`config.mk`:
```
export PLATFORM = sky130hd
export DESIGN_NAME = pwm_timebase
export DESIGN_NICKNAME = d
export VERILOG_FILES = /design/src/rtl/pwm_timebase_pkg.sv /design/src/rtl/pwm_clock_select.sv /design/src/rtl/pwm_timebase.sv
export VERILOG_INCLUDE_DIRS = /design/src /design/src/rtl
export SDC_FILE = /design/constraint.sdc
export NUM_CORES = 1
export LEC_CHECK = 0
export CAP_MARGIN = 20
export CORE_MARGIN = 4
export CORE_UTILIZATION = 49
export CTS_BUF_LIST = sky130_fd_sc_hd__clkbuf_16
export DETAILED_ROUTE_END_ITERATION = 8
export DONT_BUFFER_PORTS = 1
export SYNTH_ARGS = -nofsm -noshare
export SYNTH_HDL_FRONTEND = slang
export SYNTH_SLANG_ARGS = --single-unit
```
`constraint.sdc`:
```
create_clock -name pclk -period 9.02 [get_ports pclk]
set_input_delay 0.451 -clock pclk [delete_from_list [all_inputs] [get_ports pclk]]
set_output_delay 0.451 -clock pclk [all_outputs]
set_load 0.005 [all_outputs]
```
`src/rtl/pwm_timebase_defs.svh`:
```
`ifndef PWM_TIMEBASE_DEFS_SVH
`define PWM_TIMEBASE_DEFS_SVH
// register indices; the byte address on the bus is four times the index
`define IDX_EXT_RESET_SRC    16'h048c
`define IDX_CLOCK_SEL        16'h048d
`define IDX_LOAD_TRIG        16'h048e
`define IDX_PERIOD_LOW       16'h048f
`define IDX_PERIOD_HIGH      16'h0490
`define IDX_PRESCALE         16'h0491
`define IDX_POSTSCALE        16'h0492
`define IDX_SLICE_FLAGS      16'h0493
`define IDX_CONTROL          16'h0495
`define IDX_STATUS           16'h04a0
// field layouts
`define ERS_SEL_W            4
`define CLK_SEL_W            4
`define LDS_SEL_W            3
// control register bits
`define CTL_EN_BIT           7
`define CTL_LD_BIT           2
`define CTL_POL_BIT          1
`define CTL_NOW_BIT          0
// clock source codes
`define CLK_SYSTEM           4'h2
`define CLK_RESERVED         4'hf
// external reset codes
`define ERS_OFF              4'h0
`define ERS_PIN              4'h1
`define ERS_SLICE_LO         4'h2
`define ERS_SLICE_HI         4'h9
`define ERS_CELL_LO          4'ha
`define ERS_CELL_HI          4'hd
// load trigger codes
`define LDS_OFF              3'h0
`define LDS_PIN_LO           3'h1
`define LDS_CELL_LO          3'h3
`define LDS_RESERVED         3'h7
// reset values
`define PERIOD_RST           16'h0000
`define PRESCALE_RST         8'h00
`define SEL_RST              8'h00
`endif

```
`src/rtl/pwm_timebase_pkg.sv`:
```
package pwm_timebase_pkg;
  // external reset hold sequencing, gray coded along idle -> armed -> held
  typedef enum logic [1:0]
  {
    ERS_IDLE  = 2'b00,
    ERS_ARMED = 2'b01,
    ERS_HELD  = 2'b11
  } ers_state_t;
endpackage

```
`src/rtl/pwm_clock_select.sv`:
```
`timescale 1ns/100ps
`default_nettype none
`include "pwm_timebase_defs.svh"
// picks one of sixteen clock sources and turns its rising edges into pclk enables
module pwm_clock_select
(
  input  wire logic                  pclk,
  input  wire logic                  presetn,
  input  wire logic [15:0]           src_async,   // asynchronous sources, bit = select code
  input  wire logic [`CLK_SEL_W-1:0] clk_sel,     // selected source code
  input  wire logic                  sleep,       // device sleep, same clock domain
  output logic                       tick         // one pclk pulse per source edge
);
  logic [15:0] sync1_q;   // first stage, read only by second stage
  logic [15:0] sync2_q;   // settled copies
  logic        sel_q;     // previous level of selected source
  logic        pick;      // selected settled level

  //////////////////////////////////////////////////////////////////////////////
  // two-flop synchroniser on every source
  always_ff @(posedge pclk or negedge presetn)
  begin
    if (!presetn)
    begin
      sync1_q <= 16'h0000;
      sync2_q <= 16'h0000;
    end
    else
    begin
      sync1_q <= src_async;
      sync2_q <= sync1_q;
    end
  end

  assign pick = sync2_q[clk_sel];

  //////////////////////////////////////////////////////////////////////////////
  // edge detect; a select change may fake one edge, so software should disable first
  always_ff @(posedge pclk or negedge presetn)
  begin
    if (!presetn)
    begin
      sel_q <= 1'b0;
      tick  <= 1'b0;
    end
    else
    begin
      sel_q <= pick;
      // reserved code never ticks
      if (clk_sel == `CLK_RESERVED)
        tick <= 1'b0;
      // system clock halts in sleep
      else if (clk_sel == `CLK_SYSTEM)
        tick <= !sleep;
      else
        tick <= pick & ~sel_q;
    end
  end
endmodule
`default_nettype wire

```
`src/rtl/pwm_timebase.sv`:
```
// Behaviour
// ext reset select, 0/14/15/own outputs disable
// four bit counter clock source select
// system clock stops in sleep
// three bit load trigger, 0 off, 7 reserved
// codes 1-2 pins, 3-6 logic cells
// sixteen bit period, reset zero
// period reachable as two bytes
// prescaler divides by value plus one
// one interrupt per postscale plus one periods
// counter runs zero to period inclusive
// ext reset clears counters, holds zero
// trigger event requests same load as software
// prescale counter clears while disabled
// reserved clock code never advances counter
//
// Design decision made here: the APB register port.
`timescale 1ns/100ps
`default_nettype none
`include "pwm_timebase_defs.svh"
module pwm_timebase
  import pwm_timebase_pkg::*;
#(
  parameter int INSTANCE = 1                       // instance number 1..4
)
(
  input  wire logic        pclk,
  input  wire logic        presetn,
  input  wire logic        psel,
  input  wire logic        penable,
  input  wire logic        pwrite,
  input  wire logic [15:0] paddr,
  input  wire logic [31:0] pwdata,
  output logic      [31:0] prdata,
  output logic             pready,
  output logic             pslverr,
  input  wire logic        sleep,                  // device sleep, same domain
  input  wire logic        pwm_pin_input0,
  input  wire logic        pwm_pin_input1,
  input  wire logic        fast_internal_osc,
  input  wire logic        slow_internal_osc,
  input  wire logic        medium_internal_osc_fast,
  input  wire logic        medium_internal_osc_slow,
  input  wire logic        secondary_osc,
  input  wire logic        external_osc,
  input  wire logic        reference_clock_out,
  input  wire logic        numeric_osc_out,
  input  wire logic [3:0]  logic_cell_out,          // logic cells one to four
  input  wire logic        ext_reset_pin_input,
  input  wire logic [7:0]  other_slice_out,         // slice outputs, reset codes 2..9
  output logic      [15:0] pwm_counter,
  output logic             period_event,
  output logic             period_irq
);
  //////////////////////////////////////////////////////////////////////////////
  // registers
  logic [7:0]  ext_reset_source_reg_q;  // reset source code
  logic [7:0]  counter_clock_reg_q;     // clock source code
  logic [7:0]  load_trigger_reg_q;      // trigger source code
  logic [15:0] period_reg_q;            // software period
  logic [15:0] period_buf_q;            // period in use
  logic [7:0]  prescale_reg_q;          // clock prescale
  logic [7:0]  postscale_reg_q;         // period irq postscale
  logic [7:0]  slice_flag_reg_q;        // slice flags, plain storage here
  logic        enable_q;                // module enable
  logic        load_request_q;          // pending buffer transfer
  logic        ers_polarity_q;          // 1: reset source active low
  logic        ers_now_q;               // 1: reset acts on next pwm clock
  logic [7:0]  pre_cnt_q;               // prescale counter
  logic [7:0]  post_cnt_q;              // postscale counter
  logic        pwm_clk_en;              // prescaled pwm clock enable
  logic        tick;                    // selected source edge
  ers_state_t  ers_state_q;             // external reset sequencing
  logic [12:0] trig_sync1_q;            // full stage1 for sources
  logic [12:0] trig_sync2_q;            // settled sources
  logic        trig_prev_q;             // previous selected trigger level
  logic        ers_level;               // selected reset level, polarity applied
  logic        trig_level;              // selected trigger level
  logic        trig_event;              // trigger rising edge
  logic        wr_en;                   // write strobe
  logic        at_top;                  // counter at period value
  logic [15:0] idx;                     // register index from byte address
  logic        enable_prev_q;           // enable one cycle ago

  assign idx = {2'b00, paddr[15:2]};

  // true when the index names a mapped register
  function automatic logic mapped(input logic [15:0] i);
    mapped = (i >= `IDX_EXT_RESET_SRC && i <= `IDX_SLICE_FLAGS) ||
             i == `IDX_CONTROL || i == `IDX_STATUS;
  endfunction

  //////////////////////////////////////////////////////////////////////////////
  // clock source selection
  pwm_clock_select u_clock_select
  (
    .pclk      (pclk),
    .presetn   (presetn),
    .src_async ({1'b0, logic_cell_out, numeric_osc_out, reference_clock_out, external_osc,
                 secondary_osc, medium_internal_osc_slow, medium_internal_osc_fast,
                 slow_internal_osc, fast_internal_osc, 1'b0, pwm_pin_input1, pwm_pin_input0}),
    // four bit source code
    .clk_sel   (counter_clock_reg_q[`CLK_SEL_W-1:0]),
    .sleep     (sleep),
    .tick      (tick)
  );

  //////////////////////////////////////////////////////////////////////////////
  // apb slave: one wait-free access phase, answer always ready there
  assign wr_en = psel & penable & pready & pwrite;

  always_ff @(posedge pclk or negedge presetn)
  begin
    if (!presetn)
    begin
      pready  <= 1'b0;
      pslverr <= 1'b0;
      prdata  <= 32'h00000000;
    end
    else
    begin
      // ready rises in the setup cycle so the access phase ends at once
      pready  <= psel & ~penable;
      pslverr <= psel & ~penable & ~mapped(idx);
      if (psel && !penable && !pwrite)
      begin
        case (idx)
          `IDX_EXT_RESET_SRC: prdata <= {24'h000000, ext_reset_source_reg_q};
          `IDX_CLOCK_SEL:     prdata <= {24'h000000, counter_clock_reg_q};
          `IDX_LOAD_TRIG:     prdata <= {24'h000000, load_trigger_reg_q};
          // separate byte views of the period
          `IDX_PERIOD_LOW:    prdata <= {24'h000000, period_reg_q[7:0]};
          `IDX_PERIOD_HIGH:   prdata <= {24'h000000, period_reg_q[15:8]};
          `IDX_PRESCALE:      prdata <= {24'h000000, prescale_reg_q};
          `IDX_POSTSCALE:     prdata <= {24'h000000, postscale_reg_q};
          `IDX_SLICE_FLAGS:   prdata <= {24'h000000, slice_flag_reg_q};
          `IDX_CONTROL:       prdata <= {24'h000000, enable_q, 4'h0, load_request_q,
                                         ers_polarity_q, ers_now_q};
          `IDX_STATUS:        prdata <= {post_cnt_q, 7'h00, ers_state_q == ERS_HELD, pwm_counter};
          default:            prdata <= 32'h00000000;
        endcase
      end
    end
  end

  //////////////////////////////////////////////////////////////////////////////
  // configuration registers
  always_ff @(posedge pclk or negedge presetn)
  begin
    if (!presetn)
    begin
      ext_reset_source_reg_q <= `SEL_RST;
      counter_clock_reg_q    <= `SEL_RST;
      load_trigger_reg_q     <= `SEL_RST;
      period_reg_q           <= `PERIOD_RST;
      prescale_reg_q         <= `PRESCALE_RST;
      postscale_reg_q        <= `SEL_RST;
      slice_flag_reg_q       <= `SEL_RST;
      enable_q               <= 1'b0;
      ers_polarity_q         <= 1'b0;
      ers_now_q              <= 1'b0;
    end
    else if (wr_en)
    begin
      case (idx)
        // four bit reset source field
        `IDX_EXT_RESET_SRC: ext_reset_source_reg_q <= {4'h0, pwdata[`ERS_SEL_W-1:0]};
        `IDX_CLOCK_SEL:     counter_clock_reg_q    <= {4'h0, pwdata[`CLK_SEL_W-1:0]};
        // three bit trigger field
        `IDX_LOAD_TRIG:     load_trigger_reg_q     <= {5'h00, pwdata[`LDS_SEL_W-1:0]};
        // period value written a byte at a time
        `IDX_PERIOD_LOW:    period_reg_q[7:0]      <= pwdata[7:0];
        `IDX_PERIOD_HIGH:   period_reg_q[15:8]     <= pwdata[7:0];
        `IDX_PRESCALE:      prescale_reg_q         <= pwdata[7:0];
        `IDX_POSTSCALE:     postscale_reg_q        <= pwdata[7:0];
        `IDX_SLICE_FLAGS:   slice_flag_reg_q       <= pwdata[7:0];
        `IDX_CONTROL:
        begin
          enable_q       <= pwdata[`CTL_EN_BIT];
          ers_polarity_q <= pwdata[`CTL_POL_BIT];
          ers_now_q      <= pwdata[`CTL_NOW_BIT];
        end
        default:            enable_q <= enable_q;
      endcase
    end
  end

  //////////////////////////////////////////////////////////////////////////////
  // synchronise reset and trigger sources: pin, slices, load pins
  always_ff @(posedge pclk or negedge presetn)
  begin
    if (!presetn)
    begin
      trig_sync1_q <= 13'h0000;
      trig_sync2_q <= 13'h0000;
    end
    else
    begin
      trig_sync1_q <= {pwm_pin_input1, pwm_pin_input0, ext_reset_pin_input, other_slice_out, 2'b00};
      trig_sync2_q <= trig_sync1_q;
    end
  end

  // logic cells get their own two-flop synchroniser, apart from the clock selector's
  logic [3:0] cell_sync1_q;  // stage 1, read only by stage 2
  logic [3:0] cell_sync2_q;  // settled cell outputs

  always_ff @(posedge pclk or negedge presetn)
  begin
    if (!presetn)
    begin
      cell_sync1_q <= 4'h0;
      cell_sync2_q <= 4'h0;
    end
    else
    begin
      cell_sync1_q <= logic_cell_out;
      cell_sync2_q <= cell_sync1_q;
    end
  end

  function automatic logic logic_cell_sync(input logic [1:0] n);
    logic_cell_sync = cell_sync2_q[n];
  endfunction

  // reset source decode, own outputs and reserved codes disabled
  always_comb
  begin
    logic [3:0] c;
    c = ext_reset_source_reg_q[3:0];
    ers_level = 1'b0;
    if (c == `ERS_PIN)
      ers_level = trig_sync2_q[10];
    else if (c >= `ERS_SLICE_LO && c <= `ERS_SLICE_HI && c[3:1] != 3'(INSTANCE))
      ers_level = trig_sync2_q[3'(c - `ERS_SLICE_LO) + 2];
    else if (c >= `ERS_CELL_LO && c <= `ERS_CELL_HI)
      ers_level = logic_cell_sync(2'(c - `ERS_CELL_LO));
    if (c != `ERS_OFF && c <= `ERS_CELL_HI && !(c[3:1] == 3'(INSTANCE) && c <= `ERS_SLICE_HI))
      ers_level = ers_level ^ ers_polarity_q;
  end

  // load trigger decode; R4: zero and reserved select nothing
  always_comb
  begin
    logic [2:0] t;
    t = load_trigger_reg_q[2:0];
    trig_level = 1'b0;
    if (t >= `LDS_PIN_LO && t < `LDS_CELL_LO)
      trig_level = trig_sync2_q[3'(t - `LDS_PIN_LO) + 11];
    else if (t >= `LDS_CELL_LO && t != `LDS_RESERVED)
      trig_level = logic_cell_sync(2'(t - `LDS_CELL_LO));
  end

  assign trig_event = trig_level & ~trig_prev_q;
  assign at_top     = pwm_counter == period_buf_q;

  //////////////////////////////////////////////////////////////////////////////
  // load request: software bit or trigger edge, cleared at a period end or by a control write
  always_ff @(posedge pclk or negedge presetn)
  begin
    if (!presetn)
    begin
      load_request_q <= 1'b0;
      trig_prev_q    <= 1'b0;
    end
    else
    begin
      trig_prev_q <= trig_level;
      // a fresh request beats the hardware clear in the same cycle
      if ((wr_en && idx == `IDX_CONTROL && pwdata[`CTL_LD_BIT]) || (enable_q && trig_event))
        load_request_q <= 1'b1;
      else if ((wr_en && idx == `IDX_CONTROL) || (pwm_clk_en && at_top && ers_state_q != ERS_HELD))
        load_request_q <= 1'b0;
    end
  end

  //////////////////////////////////////////////////////////////////////////////
  // prescaler
  always_ff @(posedge pclk or negedge presetn)
  begin
    if (!presetn)
    begin
      pre_cnt_q  <= 8'h00;
      pwm_clk_en <= 1'b0;
    end
    // disabled module clears prescale count
    else if (!enable_q)
    begin
      pre_cnt_q  <= 8'h00;
      pwm_clk_en <= 1'b0;
    end
    else
    begin
      pwm_clk_en <= 1'b0;
      if (tick)
      begin
        // divide by prescale plus one
        if (pre_cnt_q == prescale_reg_q)
        begin
          pre_cnt_q  <= 8'h00;
          pwm_clk_en <= 1'b1;
        end
        else
          pre_cnt_q <= pre_cnt_q + 8'h01;
      end
    end
  end

  //////////////////////////////////////////////////////////////////////////////
  // external reset sequencing
  always_ff @(posedge pclk or negedge presetn)
  begin
    if (!presetn)
      ers_state_q <= ERS_IDLE;
    else if (!enable_q)
      ers_state_q <= ERS_IDLE;
    else if (pwm_clk_en)
    begin
      case (ers_state_q)
        ERS_IDLE:  if (ers_level) ers_state_q <= ers_now_q || at_top ? ERS_HELD : ERS_ARMED;
        ERS_ARMED: if (!ers_level) ers_state_q <= ERS_IDLE; else if (at_top) ers_state_q <= ERS_HELD;
        // held until the reset level falls
        ERS_HELD:  if (!ers_level) ers_state_q <= ERS_IDLE;
        default:   ers_state_q <= ERS_IDLE;
      endcase
    end
  end

  //////////////////////////////////////////////////////////////////////////////
  // period counter and buffer
  always_ff @(posedge pclk or negedge presetn)
  begin
    if (!presetn)
    begin
      pwm_counter   <= 16'h0000;
      period_buf_q  <= `PERIOD_RST;
      period_event  <= 1'b0;
      enable_prev_q <= 1'b0;
    end
    else
    begin
      enable_prev_q <= enable_q;
      period_event  <= 1'b0;
      // buffer takes the register when the module is enabled
      if (enable_q && !enable_prev_q)
        period_buf_q <= period_reg_q;
      if (!enable_q)
        pwm_counter <= 16'h0000;
      else if (pwm_clk_en)
      begin
        // reset source clears and holds the counter
        if (ers_state_q == ERS_HELD || (ers_level && (ers_now_q || at_top)))
          pwm_counter <= 16'h0000;
        // wrap after reaching the period value
        else if (at_top)
        begin
          pwm_counter  <= 16'h0000;
          period_event <= 1'b1;
          // pending request loads at period end
          if (load_request_q)
            period_buf_q <= period_reg_q;
        end
        else
          pwm_counter <= pwm_counter + 16'h0001;
      end
    end
  end

  //////////////////////////////////////////////////////////////////////////////
  // period interrupt postscaler
  always_ff @(posedge pclk or negedge presetn)
  begin
    if (!presetn)
    begin
      post_cnt_q <= 8'h00;
      period_irq <= 1'b0;
    end
    else
    begin
      period_irq <= 1'b0;
      // external reset also clears the postscaler
      if (!enable_q || ers_state_q == ERS_HELD)
        post_cnt_q <= 8'h00;
      else if (period_event)
      begin
        // one interrupt per postscale plus one events
        if (post_cnt_q == postscale_reg_q)
        begin
          post_cnt_q <= 8'h00;
          period_irq <= 1'b1;
        end
        else
          post_cnt_q <= post_cnt_q + 8'h01;
      end
    end
  end
endmodule
`default_nettype wire

```
== Word-level counts from Yosys, hierarchy flattened ==
Index checks and enable logic that the tools add are counted.

* Output and inout bits: 52
* Logic and storage cells: 195
* Memories: 0
* RAM bits: 0
* ROM bits: 0
* Flip-flop bits (word level): 204
* Input bits: 77
* Bits in latches: 0

* Divide/modulo/power cells: 0
* Bitwise gates (word level): 12
* Multiplexer cells: 55
* $lt $le $gt $ge: 14
* Shift operators: 0
* Add/subtract/negate cells: 9
* Reductions and logical operators: 45
* Multiply operators: 0
* Eq/ne operators: 27

{| class="wikitable"
|+ Operators with widths
! operator !! number
|-
| 32-bit one-hot mux with 10 select lines || 1
|-
| 16-bit two-way mux || 10
|-
| 14-bit by 11-bit == test with 1-bit output, second input constant || 10
|-
| 8-bit two-way mux || 6
|-
| 1-bit two-way mux || 25
|-
| 1-bit logical AND || 18
|-
| 2-bit AND reduction || 9
|-
| 16-bit by 1-bit adder with 16-bit output, second input constant || 1
|-
| 8-bit by 1-bit adder with 8-bit output, second input constant || 2
|-
| 16-bit == test || 1
|-
| 8-bit == test || 2
|-
| 14-bit by 11-bit >= comparator with 1-bit output, second input constant || 1
|-
| 14-bit by 11-bit <= comparator with 1-bit output, second input constant || 1
|-
| 2-bit two-way mux || 7
|-
| 1-bit binary-select mux with 4-bit select || 3
|-
| 4-bit by 5-bit less-than comparator with 1-bit output, second input constant || 2
|-
| 3-bit != test, second input constant || 3
|-
| 4-bit <= comparator, second input constant || 2
|-
| 1-bit AND || 7
|-
| 1-bit logical OR || 7
|-
| 1-bit logical NOT || 6
|-
| 2-bit by 3-bit less-than comparator with 1-bit output, second input constant || 2
|-
| 2-bit one-hot mux with 3 select lines || 1
|-
| 3-bit by 4-bit adder with 5-bit output, second input constant || 1
|-
| other kinds (27) || 34
|}

== Longest topological paths before layout ==
* Depth after elaboration: 13
* Depth in mapped cells: 12
* Gate-level depth less buffers: 9

== Hierarchy ==
A second synthesis with hierarchy kept.

* Cells, all modules: 780
* Area total of the unflattened synthesis: 9,155.0 um2

{| class="wikitable"
|+ Modules (own cells, without submodules)
! module !! times used !! cells each !! area each (um2) !! sequential area each (um2)
|-
| pwm_timebase || 1 || 721 || 8,099.0 || 4,179.0
|-
| pwm_clock_select || 1 || 59 || 1,056.0 || 850.8
|}

== Least setup slack after synthesis ==
OpenSTA, ideal clock, no wires.

* Path type: reg-to-reg
* Start: register ext_reset_source_reg_q[2]
* End: register period_buf_q[10]
* Buffers on the path: 3
* Path slack: 5.982 ns
* Arrival time: 2.913 ns
* Clock period less this slack: 3.038 ns
* Required time: 8.895 ns
* Setup time: 0.125 ns
* Cell stages (with the launch flop): 12
* Path through: dfrtp_1 > clkbuf_1 > inv_1 > ha_1 > mux2_2 > a311oi_2 > o31ai_4 > xnor2_1 > o32a_1 > buf_6 > buf_12 > mux2_4

* Word-level cells in the longest chain between the ends: 13
* Elaborated cells between the ends (all ways): 29
* Those cells by class: add/sub: 2; order compare: 4; eq/ne: 3; mux: 9; bitwise: 1; reduce/logical: 10

{| class="wikitable"
|+ Ends and longest elaborated chain
! element !! RTL line !! RTL
|-
| start, declared || pwm_timebase.sv:57 || <nowiki>logic [7:0] ext_reset_source_reg_q;</nowiki>
|-
| start signal, assigned || pwm_timebase.sv:152 || <nowiki>ext_reset_source_reg_q <= `SEL_RST;</nowiki>
|-
| start signal, assigned || pwm_timebase.sv:167 || <nowiki>`IDX_EXT_RESET_SRC: ext_reset_source_reg_q <= {4'h0, pwdata[`ERS_SEL_W-1:0]};</nowiki>
|-
| 3-bit by 2-bit subtractor with 3-bit output (no source line) || -- ||
|-
| 3-bit by 2-bit adder with 4-bit output || pwm_timebase.sv:235 || <nowiki>ers_level = trig_sync2_q[3'(c - `ERS_SLICE_LO) + 2];</nowiki>
|-
| 1-bit binary-select mux with 4-bit select || pwm_timebase.sv:235 ||
|-
| 1-bit two-way mux || pwm_timebase.sv:235 ||
|-
| 1-bit two-way mux || pwm_timebase.sv:234 || <nowiki>else if (c >= `ERS_SLICE_LO && c <= `ERS_SLICE_HI && c[3:1] != 3'(INSTANCE))</nowiki>
|-
| 1-bit two-way mux || pwm_timebase.sv:232 || <nowiki>if (c == `ERS_PIN)</nowiki>
|-
| 1-bit XOR || pwm_timebase.sv:239 || <nowiki>ers_level = ers_level ^ ers_polarity_q;</nowiki>
|-
| 1-bit two-way mux * || pwm_timebase.sv:238 || <nowiki>if (c != `ERS_OFF && c <= `ERS_CELL_HI && !(c[3:1] == 3'(INSTANCE) && c <= `ERS_SLICE_HI))</nowiki>
|-
| 1-bit logical AND * || pwm_timebase.sv:352 || <nowiki>if (ers_state_q == ERS_HELD || (ers_level && (ers_now_q || at_top)))</nowiki>
|-
| 1-bit logical OR * || pwm_timebase.sv:352 ||
|-
| 16-bit two-way mux * || pwm_timebase.sv:352 ||
|-
| 16-bit two-way mux * || pwm_timebase.sv:349 || <nowiki>else if (pwm_clk_en)</nowiki>
|-
| 16-bit two-way mux * || pwm_timebase.sv:347 || <nowiki>if (!enable_q)</nowiki>
|-
| end signal, assigned || pwm_timebase.sv:336 || <nowiki>period_buf_q <= `PERIOD_RST;</nowiki>
|-
| end signal, assigned || pwm_timebase.sv:346 || <nowiki>period_buf_q <= period_reg_q;</nowiki>
|-
| end signal, assigned || pwm_timebase.sv:361 || <nowiki>period_buf_q <= period_reg_q;</nowiki>
|-
| end, declared || pwm_timebase.sv:61 || <nowiki>logic [15:0] period_buf_q;</nowiki>
|}

Every way passes the cells marked *; elsewhere a longest branch is shown, timed or not. The select of a mux whose other input is x is not followed.
A chain may end at the register's enable or synchronous reset.

== Final worst setup path ==
* Start: register ext_reset_source_reg_q[1]
* End: register period_buf_q[0]

* Word-level cells in the longest chain between the ends: 13
* Elaborated cells between the ends (all ways): 32
* Those cells by class: add/sub: 3; order compare: 4; eq/ne: 3; mux: 11; bitwise: 1; reduce/logical: 10

{| class="wikitable"
|+ Ends and longest elaborated chain
! element !! RTL line
|-
| 3-bit by 2-bit subtractor with 3-bit output (no source line) / 2-bit subtractor (equally long branches) || --
|-
| 3-bit by 2-bit adder with 4-bit output / 1-bit binary-select mux with 2-bit select (equally long branches) || pwm_timebase.sv:235, pwm_timebase.sv:223
|-
| 1-bit binary-select mux with 4-bit select / 1-bit two-way mux (equally long branches) || pwm_timebase.sv:235, pwm_timebase.sv:223
|-
| 1-bit two-way mux, on equally long branches || pwm_timebase.sv:235, pwm_timebase.sv:236
|-
| 1-bit two-way mux || pwm_timebase.sv:234
|-
| 1-bit two-way mux || pwm_timebase.sv:232
|-
| 1-bit XOR || pwm_timebase.sv:239
|-
| 1-bit two-way mux * || pwm_timebase.sv:238
|-
| 1-bit logical AND * || pwm_timebase.sv:352
|-
| 1-bit logical OR * || pwm_timebase.sv:352
|-
| 16-bit two-way mux * || pwm_timebase.sv:352
|-
| 16-bit two-way mux * || pwm_timebase.sv:349
|-
| 16-bit two-way mux * || pwm_timebase.sv:347
|}

Marks and branches as above.

==> metrics.md <==
| Metric | Value |
|---|---|
| Status | `finished, violations left` |
| Failing checks | `hold timing` |
| Avg Cell Area, Syn | `11.5 um^2` |
| Reg-to-reg endpoint | `period_buf_q[0]` |
| Post-CTS Resized | `0` |
| Clock skew | `0.00703 ns` |
| Initial Util | `49.8%` |
| Mapped Cells | `751` |
| Critical path data arrival time | `4.03 ns` |
| Final Power | `1.68 mW` |
| Slew Limit Fails | `0` |
| Number of buffers added on ports | `0` |
| Peak VDD IR | `0.000137 V` |
| Post-route minimum period | `3.72 ns` |
| Max-slew headroom at the worst pin | `27.6%` |
| Number of global-route vias before repair | `6,055` |
| Root buffer cell | `clkbuf_16` |
| Worst Setup End Kind | `flip-flop` |
| Num rows | `48` |
| P_leak | `4.18 nW` |
| Synth Cell Area | `8620 um^2` |
| Die Footprint | `19,800 um^2` |
| EDFF count, synth | `0` |
| Worst-Margin Slew | `1.08 ns` |
| Final GP Congestion | `0.862` |
| #FFs+latches synth | `185` |
| Die height | `141 um` |
| Post-detail-place hpwl | `14,600 um` |
| Met3 Routed Length | `1640 um` |
| Final #Nets | `826` |
| RSZ-0062 raised after global routing | `false` |
| DRT iter0 DRCs | `428` |
| Clock Latency Late Sink | `0.43 ns` |
| CP endpoint | `period_buf_q[0]` |
| Req. time, crit path | `9.33 ns` |
| Netlist cell types | `71` |
| Clk sinks | `185` |
| CTS tree | `done` |
| Routed wl met2 | `9630 um` |
| Top sig layer | `met4` |
| DR vias/cell | `6.11` |
| Top cell by count, worst path | `mux2_2` |
| Critical Path Start | `ext_reset_source_reg_q[1]` |
| Critical path, cell by cell | `inv_2 > ha_1 > mux2_2 > a311oi_2 > o31ai_4 > xnor2_1 > o32a_1 > mux2_2` |
| Primary FF master, synth | `dfrtp_1` |
| Antenna diode count | `0` |
| Area grow syn2layout | `8.14%` |
| Routed wire length | `20,400 um` |
| Max Freq | `269 MHz` |
| Cell family contributing the most delay on the critical path | `compound AO/OA/AOI/OAI gates` |
| Metal1 wirelength | `8780 um` |
| Critical path peak fanout | `16` |
| Slowest cell delay on critical path | `0.81 ns` |
| Crit path buffers/inverters | `1` |
| Drt drc | `0` |
| FF-to-FF path depth | `8` |
| Routed Antenna Nets | `0` |
| Non-Filler Instances | `979` |
| Total stage count of the critical path | `8` |
| Synth async-reset ratio | `100%` |
| Critical Path Source Type | `flip-flop` |
| Crit-path slowest cell | `o32a_1` |
| Clock buffer depth | `2` |
| Fin Setup TNS | `0 ns` |
| Multi-input gate area | `3720 um^2` |
| Share of cells above drive strength 1 | `16.2%` |
| Total gr overflow | `0` |
| Drt wl/cell | `20.8 um` |
| Placed Cells | `944` |
| Final Cycle Share | `41.3%` |
| Max Cap Violations | `0` |
| Fill cells | `1,508` |
| Largest net degree at the start of global routing | `186` |
| Finished Core Util | `53.9%` |
| Setup violations, final | `0` |
| Hold Fails Final Rpt | `14` |
| DR vias | `5,979` |
| Hold slack | `-0.00560 ns` |
| Sequential-to-total area share from yosys stat | `53.7%` |
| Reg2reg setup slack | `5.30 ns` |
| Die width | `141 um` |
| Boundary Pins | `129` |
| Drt pass-1 iters | `6` |
| Pwr Density | `180 nW/um^2` |
| Critical R2R Launch | `ext_reset_source_reg_q[1]` |
| Yosys warns | `0` |
| Core Area | `17,300 um^2` |
| Reg area | `4630 um^2` |
| Hold crit path type | `input port to async pin` |
| Global-route wire length before repair | `33,200 um` |
| Crit path kind | `flip-flop to flip-flop` |
| Clk slew on worst S/H paths | `0.06 ns` |
| CTS buffer count | `17` |
| GR Util All Layers | `21.4%` |
| Antenna violations before repair | `0` |
| H-tree levels | `4` |
layout by cell type (no fill, tap or decap), types with 10 or more instances in the layout:
| cell | count |
|---|---|
| a21oi_1 | 29 |
| a22o_1 | 11 |
| a22oi_1 | 11 |
| a31oi_1 | 18 |
| clkbuf_16 | 17 |
| dfrtp_1 | 185 |
| inv_1 | 15 |
| mux2_2 | 59 |
| mux2_4 | 10 |
| mux2i_1 | 12 |
| nand2_1 | 73 |
| nand3_1 | 33 |
| nand4_1 | 15 |
| nor2_1 | 40 |
| o21ai_0 | 31 |
| xnor2_1 | 28 |
| xor2_1 | 13 |
final cells by class:
cell class	instances	area share, %
flip-flops and latches	185	49.7
multi-input cells	518	39.9
clock buffers	17	4.56
well taps	225	3.02
clock inverters	15	1.72
inverters	15	0.604
repair buffers	4	0.550
worst reg2reg max path, cell delays in order, from the launching register on:
cell and delay (ns):
dfrtp_1 0.63, inv_2 0.12, ha_1 0.43, mux2_2 0.37
a311oi_2 0.44, o31ai_4 0.13, xnor2_1 0.26, o32a_1 0.81
mux2_2 0.42
logic make-up (layout without fill, tap and decap cells):
| logic type | after synthesis | in the layout | synth area share [%] |
|---|---|---|---|
| AND/OR/NAND/NOR | 237 | 237 | 14.4 |
| AO/OA/AOI/OAI | 140 | 140 | 11.2 |
| buffers and inverters | 54 | 51 | 3.46 |
| adder cells (fa/ha/maj) | 8 | 8 | 1.16 |
| flip-flops | 185 | 185 | 53.7 |
| other | 1 | 7 | 0.0435 |
| XOR/XNOR | 41 | 41 | 4.17 |
| multiplexers | 85 | 85 | 11.9 |
routing by layer:
layer / GRT usage, % / vias to the layer above
met3: 6.55 / 26
met5: 0 / -
met2: 33.1 / 221
met4: 5.92 / 0
met1: 29.5 / 3027
li1: - / 2705
through the flow:
step	cell area (um^2)	hold slack, ns	setup WS, ns
finish	9320	-0.00560	5.30
global placement	8690	0.162	5.39
floorplan	8640	0.155	5.98
CTS	9300	0.0292	5.28
global route	9320	0.0198	5.07
detailed placement	8690	0.163	5.29
state kept, by name, indices dropped and copies added (netlist names), 9 cells and up:
signal,flops
period_buf_q,16
period_reg_q,16
prdata,25
pwm_counter,16
trig_sync1_q,9
trig_sync2_q,9
u_clock_select.sync1_q,11
u_clock_select.sync2_q,11
cells in the mapped netlist, types with 5 or more instances:
master,n,area [um^2]
nand4_1,15,93.8
clkbuf_1,19,71.3
a22o_1,11,96.3
mux2i_1,12,120
nand2_1,73,274
nand3_1,33,165
xnor2_1,28,245
a22oi_1,11,82.6
o21ai_0,31,155
nand2b_1,5,31.3
nor3b_1,7,52.6
or2b_1,7,52.6
mux2_4,10,150
dfrtp_1,185,4630
buf_6,5,56.3
a222oi_1,8,80.1
a31oi_1,18,113
inv_1,14,52.6
nor4_1,5,31.3
xor2_1,13,114
and3_1,9,56.3
ha_1,8,100
nor3_1,9,45.0
mux2_2,59,664
nor2b_1,6,37.5
nor2_1,41,154
buf_4,8,60.1
a21oi_1,29,145
timing repair:
item | CTS | global route
hold buffers | 1 | 0
endpoints found under the hold margin | 185 | 0
setup buffers | 0 | 0
where the power goes:
part | total (mW) | leakage [nW] | switching, mW | internal, mW
Clock | 0.739 | 0.292 | 0.308 | 0.431
Combinational | 0.0711 | 1.48 | 0.0516 | 0.0195
Sequential | 0.867 | 2.41 | 0.0156 | 0.851
worst min-delay path by stage:
| stage | from | to | cells past startpoint |
|---|---|---|---|
| floorplan | presetn | cell_sync1_q[0] | 0 |
| global placement | presetn | pwm_counter[11] | 0 |
| detailed placement | presetn | pwm_counter[12] | 0 |
| CTS | other_slice_out[5] | trig_sync1_q[7] | 0 |
| global route | slow_internal_osc | u_clock_select.sync1_q[4] | 0 |
| finish | presetn | pwm_counter[11] | 1 |
Note: power is estimated with default switching activity, not from simulation.
